--- src/shared/klp_defs.svh ---
`ifndef KLP_DEFS_SVH
`define KLP_DEFS_SVH
// ----------------------------------------------------------------------
// Key-15 use bitmap
// ----------------------------------------------------------------------
`define KLP_BITMAP_W        128
`define KLP_BITMAP_BYTES    16
`define KLP_BITMAP_OFFSET   8'h44
`define KLP_BITMAP_RST      128'h0
`define KLP_BYTE_ALL_ONES   8'hFF
// ----------------------------------------------------------------------
// Selectors, modes, widths
// ----------------------------------------------------------------------
`define KLP_DIGEST_W        256
`define KLP_SEL_TRANSPORT   16'h8000
`define KLP_KEY15           4'hF
`define KLP_COPY_MODE       8'h01
`define KLP_READ_KEY_W      4
// ----------------------------------------------------------------------
// Status codes
// ----------------------------------------------------------------------
`define KLP_ST_OK           3'h0
`define KLP_ST_EXHAUSTED    3'h1
`define KLP_ST_BAD_SEL      3'h2
`define KLP_ST_LOCKED       3'h3
`define KLP_ST_BAD_VALUE    3'h4
`define KLP_ST_ORDER        3'h5
// ----------------------------------------------------------------------
// Controller APB map
// ----------------------------------------------------------------------
`define KLP_REG_CTRL        8'h00
`define KLP_REG_SEL         8'h04
`define KLP_REG_RESP_IDX    8'h08
`define KLP_REG_RESP_DATA   8'h0C
`define KLP_REG_STATUS      8'h10
`define KLP_CTRL_CMD_LSB    0
`define KLP_CTRL_SEC_BIT    4
`define KLP_CTRL_MODE_LSB   8
`define KLP_CTRL_VAL_LSB    16
`endif

--- src/shared/klp_pkg.sv ---
package klp_pkg;
  // Commands carried from controller to device
  typedef enum logic [3:0] {
    CMD_MAC         = 4'h0,
    CMD_MAC_COMPARE = 4'h1,
    CMD_DERIVE      = 4'h2,
    CMD_GEN_DIGEST  = 4'h3,
    CMD_READ        = 4'h4,
    CMD_WRITE       = 4'h5,
    CMD_CFG_BYTE    = 4'h6,
    CMD_CFG_LOCK    = 4'h7
  } klp_cmd_e;

  // Device sequencing
  typedef enum logic [1:0] {
    DEV_IDLE = 2'b00,
    DEV_EXEC = 2'b01
  } klp_dev_state_e;

  typedef logic [2:0] klp_status_t;
endpackage : klp_pkg
--- src/shared/klp_if.sv ---
interface klp_if;
  logic                 req;
  klp_pkg::klp_cmd_e    cmd;
  logic [15:0]          key_sel;
  logic [7:0]           mode;
  logic                 secondary;
  logic [255:0]         resp;
  logic [7:0]           wdata;
  logic                 done;
  klp_pkg::klp_status_t status;
  logic                 match;
  logic [7:0]           rdata;

  modport dev (
    input  req, cmd, key_sel, mode, secondary, resp, wdata,
    output done, status, match, rdata
  );
  modport host (
    output req, cmd, key_sel, mode, secondary, resp, wdata,
    input  done, status, match, rdata
  );
endinterface : klp_if

--- src/rtl/klp_device.sv ---
// Contract
// - Key-15 limit only when slot 15 single-use set
// - All bitmap bytes zero: key-15 use errors
// - Clear first one, byte 68 bit 7 onward
// - Exactly one bitmap bit cleared per use
// - No restore of bitmap bits; exhausted stays
// - Power loss disturbs at most one bit
// - Host fills bytes only with 2^n-1 patterns
// - Read and write leave bitmap untouched
// - Compare copy path ignores single-use bit
// - Derive limits parent key, not target key
// - Compare returns one true/false result
// - Copy target is slot, or slot+1 if secondary
// - Copy allowed only when target read-key is 0
// - Host keeps read-key nonzero unless copying
// - Copy only in compare mode 0x01
// - Match copies slot, sets scratch register flags
// - Selectors >= 0x8000: transport keys, digest-generate only
// - Low selector nibble picks slot; full selector hashed
// - Host personalizes in the documented order
//
// Design decision made here: the APB interface to the registers.
`include "klp_defs.svh"

module klp_device (
  input  wire logic         ref_clk_i,
  input  wire logic         rst_i,
  klp_if.dev                link,
  input  wire logic         single_use15_i,
  input  wire logic [63:0]  read_key_i,
  input  wire logic [255:0] digest_i,
  input  wire logic [255:0] slot_data_i,
  output logic [3:0]        slot_idx_o,
  output logic [15:0]       hash_sel_o,
  output logic              transport_o,
  output logic              run_o,
  output logic [255:0]      scratch_o,
  output logic              scratch_origin_o,
  output logic              scratch_gen_data_o,
  output logic              scratch_cmp_only_o,
  output logic              scratch_valid_o,
  output logic [127:0]      bitmap_o,
  output logic              cfg_locked_o
);
  // ----------------------------------------------------------------------
  // Helpers
  // ----------------------------------------------------------------------
  // Read-key field of one slot from the packed slot settings
  function automatic logic [3:0] read_key_of(input logic [63:0] fields,
                                             input logic [3:0]  slot);
    read_key_of = fields[slot * 4 +: 4];
  endfunction : read_key_of

  // Byte k of the bitmap, k = 0 stands for config byte 68
  function automatic logic [7:0] bitmap_byte(input logic [127:0] map,
                                             input logic [3:0]   k);
    bitmap_byte = map[k * 8 +: 8];
  endfunction : bitmap_byte

  // ----------------------------------------------------------------------
  // Latched request
  // ----------------------------------------------------------------------
  klp_pkg::klp_dev_state_e state;
  klp_pkg::klp_cmd_e       cmd_q;
  logic [15:0]             sel_q;
  logic [7:0]              mode_q;
  logic                    sec_q;
  logic [255:0]            resp_q;
  logic [7:0]              wdata_q;
  logic [127:0]            bitmap;
  logic                    found;
  logic [6:0]              pos;

  // Bitmap scan for the next use bit
  klp_first_one u_first_one (
    .map_i   (bitmap),
    .found_o (found),
    .pos_o   (pos)
  );

  // ----------------------------------------------------------------------
  // Verdict of the latched command
  // ----------------------------------------------------------------------
  logic        transport;
  logic        sel_bad;
  logic        crypto;
  logic        limited;
  logic        exhausted;
  logic        cfg_cmd;
  logic        cmp_match;
  logic        copy_mode;
  logic        copy_ok;
  logic [2:0]  verdict;

  always_comb begin
    transport = sel_q >= `KLP_SEL_TRANSPORT;
    sel_bad   = transport && (cmd_q != klp_pkg::CMD_GEN_DIGEST);
    copy_mode = (cmd_q == klp_pkg::CMD_MAC_COMPARE) && (mode_q == `KLP_COPY_MODE);
    // Copy path and read/write do not consume uses; derive checks parent only
    crypto    = (cmd_q == klp_pkg::CMD_MAC) || (cmd_q == klp_pkg::CMD_DERIVE) ||
                (cmd_q == klp_pkg::CMD_GEN_DIGEST) ||
                ((cmd_q == klp_pkg::CMD_MAC_COMPARE) && !copy_mode);
    limited   = crypto && !transport && (sel_q[3:0] == `KLP_KEY15) &&
                single_use15_i;
    exhausted = limited && !found;
    cfg_cmd   = (cmd_q == klp_pkg::CMD_CFG_BYTE) || (cmd_q == klp_pkg::CMD_CFG_LOCK);
    cmp_match = resp_q == digest_i;
    copy_ok   = copy_mode && cmp_match &&
                (read_key_of(read_key_i, slot_idx_o) == 4'h0);
    if (sel_bad) begin
      verdict = `KLP_ST_BAD_SEL;
    end else if (exhausted) begin
      verdict = `KLP_ST_EXHAUSTED;
    end else if (cfg_cmd && cfg_locked_o) begin
      verdict = `KLP_ST_LOCKED;
    end else begin
      verdict = `KLP_ST_OK;
    end
  end

  // ----------------------------------------------------------------------
  // Sequencing and request capture
  // ----------------------------------------------------------------------
  always_ff @(posedge ref_clk_i or posedge rst_i) begin
    if (rst_i) begin
      state   <= klp_pkg::DEV_IDLE;
      cmd_q   <= klp_pkg::CMD_MAC;
      sel_q   <= 16'h0000;
      mode_q  <= 8'h00;
      sec_q   <= 1'b0;
      resp_q  <= '0;
      wdata_q <= 8'h00;
    end else begin
      case (state)
        klp_pkg::DEV_IDLE: begin
          if (link.req) begin
            cmd_q   <= link.cmd;
            sel_q   <= link.key_sel;
            mode_q  <= link.mode;
            sec_q   <= link.secondary;
            resp_q  <= link.resp;
            wdata_q <= link.wdata;
            state   <= klp_pkg::DEV_EXEC;
          end
        end
        klp_pkg::DEV_EXEC: begin
          state <= klp_pkg::DEV_IDLE;
        end
        default: begin
          state <= klp_pkg::DEV_IDLE;
        end
      endcase
    end
  end

  // Slot address and hash selector for the attached engine
  always_ff @(posedge ref_clk_i or posedge rst_i) begin
    if (rst_i) begin
      slot_idx_o  <= 4'h0;
      hash_sel_o  <= 16'h0000;
      transport_o <= 1'b0;
    end else if (state == klp_pkg::DEV_IDLE && link.req) begin
      // Password slot plus one releases the secondary secret
      if (link.cmd == klp_pkg::CMD_MAC_COMPARE && link.secondary) begin
        slot_idx_o <= link.key_sel[3:0] + 4'h1;
      end else begin
        slot_idx_o <= link.key_sel[3:0];
      end
      hash_sel_o  <= link.key_sel;
      transport_o <= link.key_sel >= `KLP_SEL_TRANSPORT;
    end
  end

  // ----------------------------------------------------------------------
  // Key-15 use bitmap and configuration lock
  // ----------------------------------------------------------------------
  // A use clears one bit in a single write, so an interrupted use can
  // only leave that one bit uncertain
  always_ff @(posedge ref_clk_i or posedge rst_i) begin
    if (rst_i) begin
      bitmap <= `KLP_BITMAP_RST;
    end else if (state == klp_pkg::DEV_EXEC && verdict == `KLP_ST_OK) begin
      if (limited) begin
        bitmap[pos] <= 1'b0;
      end else if (cmd_q == klp_pkg::CMD_CFG_BYTE) begin
        bitmap[sel_q[3:0] * 8 +: 8] <= wdata_q;
      end
    end
  end

  // Lock is one-way; nothing reopens the bitmap after it
  always_ff @(posedge ref_clk_i or posedge rst_i) begin
    if (rst_i) begin
      cfg_locked_o <= 1'b0;
    end else if (state == klp_pkg::DEV_EXEC && cmd_q == klp_pkg::CMD_CFG_LOCK) begin
      cfg_locked_o <= 1'b1;
    end
  end

  always_ff @(posedge ref_clk_i or posedge rst_i) begin
    if (rst_i) begin
      bitmap_o <= `KLP_BITMAP_RST;
    end else begin
      bitmap_o <= bitmap;
    end
  end

  // ----------------------------------------------------------------------
  // Scratch digest register
  // ----------------------------------------------------------------------
  always_ff @(posedge ref_clk_i or posedge rst_i) begin
    if (rst_i) begin
      scratch_o          <= '0;
      scratch_origin_o   <= 1'b0;
      scratch_gen_data_o <= 1'b0;
      scratch_cmp_only_o <= 1'b0;
      scratch_valid_o    <= 1'b0;
    end else if (state == klp_pkg::DEV_EXEC && verdict == `KLP_ST_OK && copy_ok) begin
      scratch_o          <= slot_data_i;
      scratch_origin_o   <= 1'b1;
      scratch_gen_data_o <= 1'b0;
      scratch_cmp_only_o <= 1'b0;
      scratch_valid_o    <= 1'b1;
    end
  end

  // ----------------------------------------------------------------------
  // Answer to the controller and go-ahead to the engine
  // ----------------------------------------------------------------------
  always_ff @(posedge ref_clk_i or posedge rst_i) begin
    if (rst_i) begin
      link.done   <= 1'b0;
      link.status <= `KLP_ST_OK;
      link.match  <= 1'b0;
      link.rdata  <= 8'h00;
      run_o       <= 1'b0;
    end else begin
      link.done <= state == klp_pkg::DEV_EXEC;
      run_o     <= state == klp_pkg::DEV_EXEC && verdict == `KLP_ST_OK && crypto;
      if (state == klp_pkg::DEV_EXEC) begin
        link.status <= verdict;
        link.match  <= (cmd_q == klp_pkg::CMD_MAC_COMPARE) &&
                       verdict == `KLP_ST_OK && cmp_match;
        link.rdata  <= (cmd_q == klp_pkg::CMD_READ) ?
                       bitmap_byte(bitmap, sel_q[3:0]) : 8'h00;
      end
    end
  end
endmodule : klp_device

--- src/rtl/klp_first_one.sv ---
// Finds the first set bit: byte 0 before byte 15, bit 7 before bit 0
module klp_first_one (
  input  wire logic [127:0] map_i,
  output logic              found_o,
  output logic [6:0]        pos_o
);
  logic [127:0] hit;

  // One-hot of the winning bit: no set bit earlier in scan order
  genvar g;
  generate
    for (g = 0; g < 128; g = g + 1) begin : g_scan
      localparam int BYTE = g / 8;
      localparam int ORD  = BYTE * 8 + (7 - g % 8);
      if (ORD == 0) begin : g_first
        assign hit[g] = map_i[g];
      end else begin : g_rest
        logic [127:0] earlier;
        always_comb begin
          earlier = '0;
          for (int k = 0; k < 128; k = k + 1) begin
            if ((k / 8) * 8 + (7 - k % 8) < ORD) begin
              earlier[k] = map_i[k];
            end
          end
        end
        assign hit[g] = map_i[g] & ~(|earlier);
      end
    end
  endgenerate

  // Encode the one-hot winner
  always_comb begin
    pos_o = 7'h00;
    for (int i = 0; i < 128; i = i + 1) begin
      if (hit[i]) begin
        pos_o = 7'(i);
      end
    end
    found_o = |map_i;
  end
endmodule : klp_first_one

--- src/flat_wrapper.sv ---
// flat-port wrapper written by rule: the top's interface ports become plain ports
module klp_device_flat 
  (ref_clk_i, rst_i, single_use15_i, read_key_i, digest_i, slot_data_i, slot_idx_o, hash_sel_o, transport_o, run_o, scratch_o, scratch_origin_o, scratch_gen_data_o, scratch_cmp_only_o, scratch_valid_o, bitmap_o, cfg_locked_o, link_req, link_cmd, link_key_sel, link_mode, link_secondary, link_resp, link_wdata, link_done, link_status, link_match, link_rdata);
  klp_if link_i ();
  input  wire logic ref_clk_i;
  input  wire logic rst_i;
  input  wire logic single_use15_i;
  input  wire logic [63:0] read_key_i;
  input  wire logic [255:0] digest_i;
  input  wire logic [255:0] slot_data_i;
  output logic [3:0] slot_idx_o;
  output logic [15:0] hash_sel_o;
  output logic transport_o;
  output logic run_o;
  output logic [255:0] scratch_o;
  output logic scratch_origin_o;
  output logic scratch_gen_data_o;
  output logic scratch_cmp_only_o;
  output logic scratch_valid_o;
  output logic [127:0] bitmap_o;
  output logic cfg_locked_o;
  input wire logic [$bits(link_i.req)-1:0] link_req;
  input wire logic [$bits(link_i.cmd)-1:0] link_cmd;
  input wire logic [$bits(link_i.key_sel)-1:0] link_key_sel;
  input wire logic [$bits(link_i.mode)-1:0] link_mode;
  input wire logic [$bits(link_i.secondary)-1:0] link_secondary;
  input wire logic [$bits(link_i.resp)-1:0] link_resp;
  input wire logic [$bits(link_i.wdata)-1:0] link_wdata;
  output wire logic [$bits(link_i.done)-1:0] link_done;
  output wire logic [$bits(link_i.status)-1:0] link_status;
  output wire logic [$bits(link_i.match)-1:0] link_match;
  output wire logic [$bits(link_i.rdata)-1:0] link_rdata;
  assign link_i.req = link_req;
  assign link_i.cmd = link_cmd;
  assign link_i.key_sel = link_key_sel;
  assign link_i.mode = link_mode;
  assign link_i.secondary = link_secondary;
  assign link_i.resp = link_resp;
  assign link_i.wdata = link_wdata;
  assign link_done = link_i.done;
  assign link_status = link_i.status;
  assign link_match = link_i.match;
  assign link_rdata = link_i.rdata;
  klp_device u_core (.ref_clk_i(ref_clk_i), .rst_i(rst_i), .link(link_i), .single_use15_i(single_use15_i), .read_key_i(read_key_i), .digest_i(digest_i), .slot_data_i(slot_data_i), .slot_idx_o(slot_idx_o), .hash_sel_o(hash_sel_o), .transport_o(transport_o), .run_o(run_o), .scratch_o(scratch_o), .scratch_origin_o(scratch_origin_o), .scratch_gen_data_o(scratch_gen_data_o), .scratch_cmp_only_o(scratch_cmp_only_o), .scratch_valid_o(scratch_valid_o), .bitmap_o(bitmap_o), .cfg_locked_o(cfg_locked_o));
endmodule
--- config.mk ---
export PLATFORM = sky130hd
export DESIGN_NAME = klp_device_flat
export DESIGN_NICKNAME = d
export VERILOG_FILES = /design/src/shared/klp_pkg.sv /design/src/shared/klp_if.sv /design/src/rtl/klp_device.sv /design/src/rtl/klp_first_one.sv /design/src/flat_wrapper.sv
export VERILOG_INCLUDE_DIRS = /design/src /design/src/shared
export SDC_FILE = /design/constraint.sdc
export NUM_CORES = 2
export LEC_CHECK = 0
export BUFFER_PORTS_ARGS = -buffer_cell sky130_fd_sc_hd__buf_2
export CAP_MARGIN = 40
export CORE_AREA = 2 2 511 513
export DETAILED_ROUTE_END_ITERATION = 6
export DIE_AREA = 0 0 513 515
export HOLD_SLACK_MARGIN = 0.05
export PLACE_DENSITY = 0.3
export SETUP_SLACK_MARGIN = 0.02
export SLEW_MARGIN = 10
export SYNTH_ARGS = -nofsm -noshare
export SYNTH_HDL_FRONTEND = slang
export SYNTH_SLANG_ARGS = --single-unit
--- constraint.sdc ---
create_clock -name ref_clk_i -period 34.1 [get_ports ref_clk_i]
set_input_delay 3.41 -clock ref_clk_i [delete_from_list [all_inputs] [get_ports ref_clk_i]]
set_output_delay 3.41 -clock ref_clk_i [all_outputs]
set_load 0.1 [all_outputs]
* After elaboration in Yosys (flattened, before gate mapping)
Cells that the tools add are included.
** Storage, ports and cells
- Flip-flop bits (word level) :: 843
- Word-level logic and storage cells :: 594
- Bits of input ports :: 873
- Output and inout port bits :: 424
** Cells by class
- Equal/unequal tests :: 13
- Reduce and logical (&&, ||, !) cells :: 159
- $add $sub $neg :: 2
- Bitwise logic cells :: 254
- Mux-type cells :: 139
- Order comparisons :: 4
- Shifts and indexed selects :: 4
** Operator list (count)
- 7-bit 2-to-1 mux :: 125
- 256-bit equality test :: 1
- 128-bit 2-to-1 mux :: 2
- 128-bit AND :: 1
- 128-bit bitwise mux :: 1
- 128-bit NOT :: 1
- 128-bit OR reduction :: 1
- 8-bit by 34-bit variable shift with 128-bit output, first input constant :: 1
- 128-bit by 8-bit indexed part select with 8-bit output :: 1
- 8-bit by 34-bit indexed part select with 128-bit output :: 1
- 127-bit OR reduction :: 1
- 1-bit AND :: 126
- 1-bit NOT :: 126
- 126-bit OR reduction :: 1
- 125-bit OR reduction :: 1
- 124-bit OR reduction :: 1
- 123-bit OR reduction :: 1
- 122-bit OR reduction :: 1
- 121-bit OR reduction :: 1
- 120-bit OR reduction :: 1
- 119-bit OR reduction :: 1
- 118-bit OR reduction :: 1
- 117-bit OR reduction :: 1
- 116-bit OR reduction :: 1
- other kinds (141) :: 176

* Logic depth before layout (Yosys ltp)
- Depth in word-level cells :: 137
- Gate-level depth with buffers :: 13
- Gate-level depth less buffers :: 11

* Modules after synthesis
A second synthesis with hierarchy kept.
** Unflattened totals
- Cell total of the unflattened synthesis :: 3431
- Area, all modules :: 37419.6 um^2
** By module, submodules not included
- klp_device :: cells each 3140, instances 1, area each 35663.0 um^2, sequential area each 20644.8 um^2
- klp_first_one :: cells each 291, instances 1, area each 1756.7 um^2, sequential area each 0.0 um^2

* Least setup slack after synthesis
Ideal clock, no wire load.
- Kind :: input -> register
- Start :: in digest_i[3]
- End :: reg u_core.scratch_o[100]
- Arrival time :: 5.711 ns
- Stages on the path :: 10
- Buffers on the path :: 2
- Slack :: 28.263 ns
- Required time :: 33.974 ns
- Library setup time :: 0.126 ns
- Cells stage by stage :: xor2_1 nor4_1 nand4_1 nor4_1 nand4_1 or4_1 nor2_1 buf_6 buf_6 mux2_4
** On the way
- Word-level cells in the longest chain between the ends :: 4
** Ends and longest elaborated chain
- start, declared :: line flat_wrapper.sv:9 : input wire logic [255:0] digest_i;
- 256-bit equality test :: line klp_device.sv:107 : cmp_match = resp_q == digest_i;
- 1-bit logical AND (2 in series) :: line klp_device.sv:108 : copy_ok = copy_mode && cmp_match &&
- 1-bit logical AND :: line klp_device.sv:218 : end else if (state == klp_pkg::DEV_EXEC && verdict == `KLP_ST_OK && copy_ok) begin
- end signal, assigned :: line klp_device.sv:219 : scratch_o <= slot_data_i;
- end, declared :: line klp_device.sv:37 : output logic [255:0] scratch_o,
No other way between the ends.
A chain may end at the register's enable or synchronous reset.

* Final worst setup path
- Start :: in digest_i[72]
- End :: reg u_core.scratch_o[235]
Same word-level chain as after synthesis.

==> results.toml <==
[power_and_ir_drop]
p_leak_nw = 25.9
ir_drop_mv = 0.0391
powerDensity_nw_per_um2 = 51.0
power_mw = 2.69

[yosys]
ys.flop_type = "dfrtp_1"
netlist_area_um2 = 37800
ys_types = 82
async_reset_ff_frac = 1.00
synth_top_cell_area_share = 0.547
syn-instance-count = 3493
ys_seq_elements = 825
yosysWarnings = 0
ys_seq_area_frac = 0.547
synth.area.top_cells = "dfrtp_1 (55%), nand2_1 (9.7%), mux2_4 (9.1%)"
syn_area_per_cell_um2 = 10.8
yosys.area.top_type = "dfrtp_1"
synth_edf_count = 0

[clock_network]
post-cts-setup-buffer-count = 0
numCtsBuffers = 110
clockBufferDepth = 3
hold_buffers = 0
ctsResizeCount = 0
clkSinkCount = 825
cts_tree = "done"
insertion_delay_ns = 0.77
clk_pin_slew_ns = 0.06
h-tree-depth = 3
cts-root-buf = "clkbuf_16"

[placement]
globalplace.congestion = 0.898
place_area_um2 = 48700
io_buffers = 1293
dp.cells = 8109
hpwl_um = 192000

[cells_and_area]
stdcell_area_um2 = 52600
final_cell_mix = "buf_2 (1300), nand2_1 (976), dfrtp_1 (824), o21ai_0 (229), mux2_4 (229)"
fin_nets = 5697
area_delta_synth_final_pct = 39.4
fin_cells = 8406
regArea_um2 = 20600
multiInputGateArea_um2 = 16100
nFillCells = 28700
mostFrequentLayoutCell = "buf_2"
drive_above_1_share = 0.385

[detailed_routing]
num_vias = 33500
vias_per_cell = 3.99
wirelength_um = 234000
wl_met3_um = 21700
top_layer = "met5"
wl_met1_um = 86700
ant_nets = 0
wl_met2_um = 116000
firstDrtPassIters = 5
drcViolationCount = 0
wl_per_cell_um = 27.9
drtIter0Drc = 2502

[global_route]
grt_usage = 0.172
grt_max_degree = 154
grt_pass1_vias = 34200
grt_first_pass_wirelength_um = 312000
overflow = 0
antenna_found_initial = 229

[timing]
grt_setup_unrepaired = "no"
setup_viol = 0
finalHoldViolations = 0
timing.setup.tns_ns = 0
fmax_mhz = 127
fin_crit_ns = 7.87
max_slew_margin = 0.358
slew_viol_final = 0
finalClockSkew_ns = 0.0554
finalCritPeriodShare = 0.231
hold_slack_ns = 0.471
tightest_slew_ns = 0.956

[setup_path]
end_kind = "flip-flop"
worstPathArrival_ns = 8.49
critPathKind = "in2reg"
critPathRequiredTime_ns = 34.72
start_kind = "input port"
rrSetupSlack_ns = 27.79
worstPathMaxFanout = 111

[die]
die_area_um2 = 264000
fp.coreArea_um2 = 259000
die_h_um = 515
io_pins = 1297
start_util = 0.146
die_w_um = 513
num_rows = 187

[run]
maxCapViolCount = 0

[status]
status = "finished clean"

[min_path]
hold_path.class = "reg2reg"
==> state kept, by name, indices dropped and copies added, names as in the netlist, 8 cells and up <==
register,cells
u_core.wdata_q,8
u_core.link.rdata,8
u_core.mode_q,8
u_core.scratch_o,256
u_core.bitmap_o,128
u_core.sel_q,16
u_core.bitmap,128
u_core.resp_q,256
==> worst paths after layout <==
path,cells after the start,start,endpoint
max,14,digest_i[72],u_core.scratch_o[235]
min,2,u_core.sel_q[5],u_core.sel_q[5]
max reg2reg,14,u_core.bitmap[5],u_core.scratch_o[205]
min reg2reg,2,u_core.sel_q[5],u_core.sel_q[5]
max in group asynchronous,8,rst_i,u_core.scratch_o[184]
min in group asynchronous,2,rst_i,u_core.resp_q[246]
==> synthesized netlist by cell type, drive strengths merged (53+ instances only) <==
cell type  instances
nand4             64
inv               58
mux2             256
o21ai            233
xor2             101
nor2             126
a21oi             70
nand2            977
clkbuf           111
nor4             101
buf               53
dfrtp            825
xnor2            149
==> cell type report <==
type	instances	area share
clock buffer	162	0.0608
sequential	825	0.392
multi-input combinational	2447	0.307
inverter	59	0.00449
clock inverter	38	0.0101
timing repair buffer	1376	0.140
tap	3402	0.0809
antenna	97	0.00461
==> stage by stage <==
step	setup slack [ns]	utilization
after CTS	26.22	0.203
after global placement	24.09	0.186
after detailed placement	25.36	0.188
after global routing	26.08	0.203
final	26.23	0.204
after floorplan	7.52	-
==> kinds of logic (layout without fill, tap and decap cells) <==
kind of cell	count (synthesis)	in the layout	share of synthesized area
and+or+nand+nor	1428	1428	0.166
DFF	825	825	0.547
AOI/OAI and AO/OA	459	459	0.0734
muxes	302	302	0.126
xor gates and xnor gates	250	250	0.0580
buffers and inverters	223	1635	0.0282
adders and majority gates	5	5	0.00166
other	1	100	0.0000993
==> critical path: stages <==
cell and delay [ns]:
buf_2 0.10, xor2_1 0.15, nor4_1 0.55, nand4_1 0.43
nor4_1 0.41, buf_2 0.21, nand4_1 0.07, or4_1 0.68
nor2_4 0.13, buf_4 0.35, buf_12 0.64, buf_4 0.45
buf_16 0.32, mux2_2 0.37
==> report_power, final <==
group / switching (mW) / internal [mW] / leakage (nW) / total [mW]
combinational: 0.251 / 0.126 / 13.2 / 0.377
sequential: 0.0623 / 1.03 / 10.9 / 1.09
clock: 0.499 / 0.716 / 1.82 / 1.22
total: 0.812 / 1.87 / 25.9 / 2.69
==> metal layers <==
metal / GRT usage / up-vias
met1: 0.193 / 16500
met4: 0.0691 / 122
li1: - / 14800
met5: 0 / -
met3: 0.0626 / 512
met2: 0.294 / 1580
Note: power is estimated with default switching activity, not from simulation.
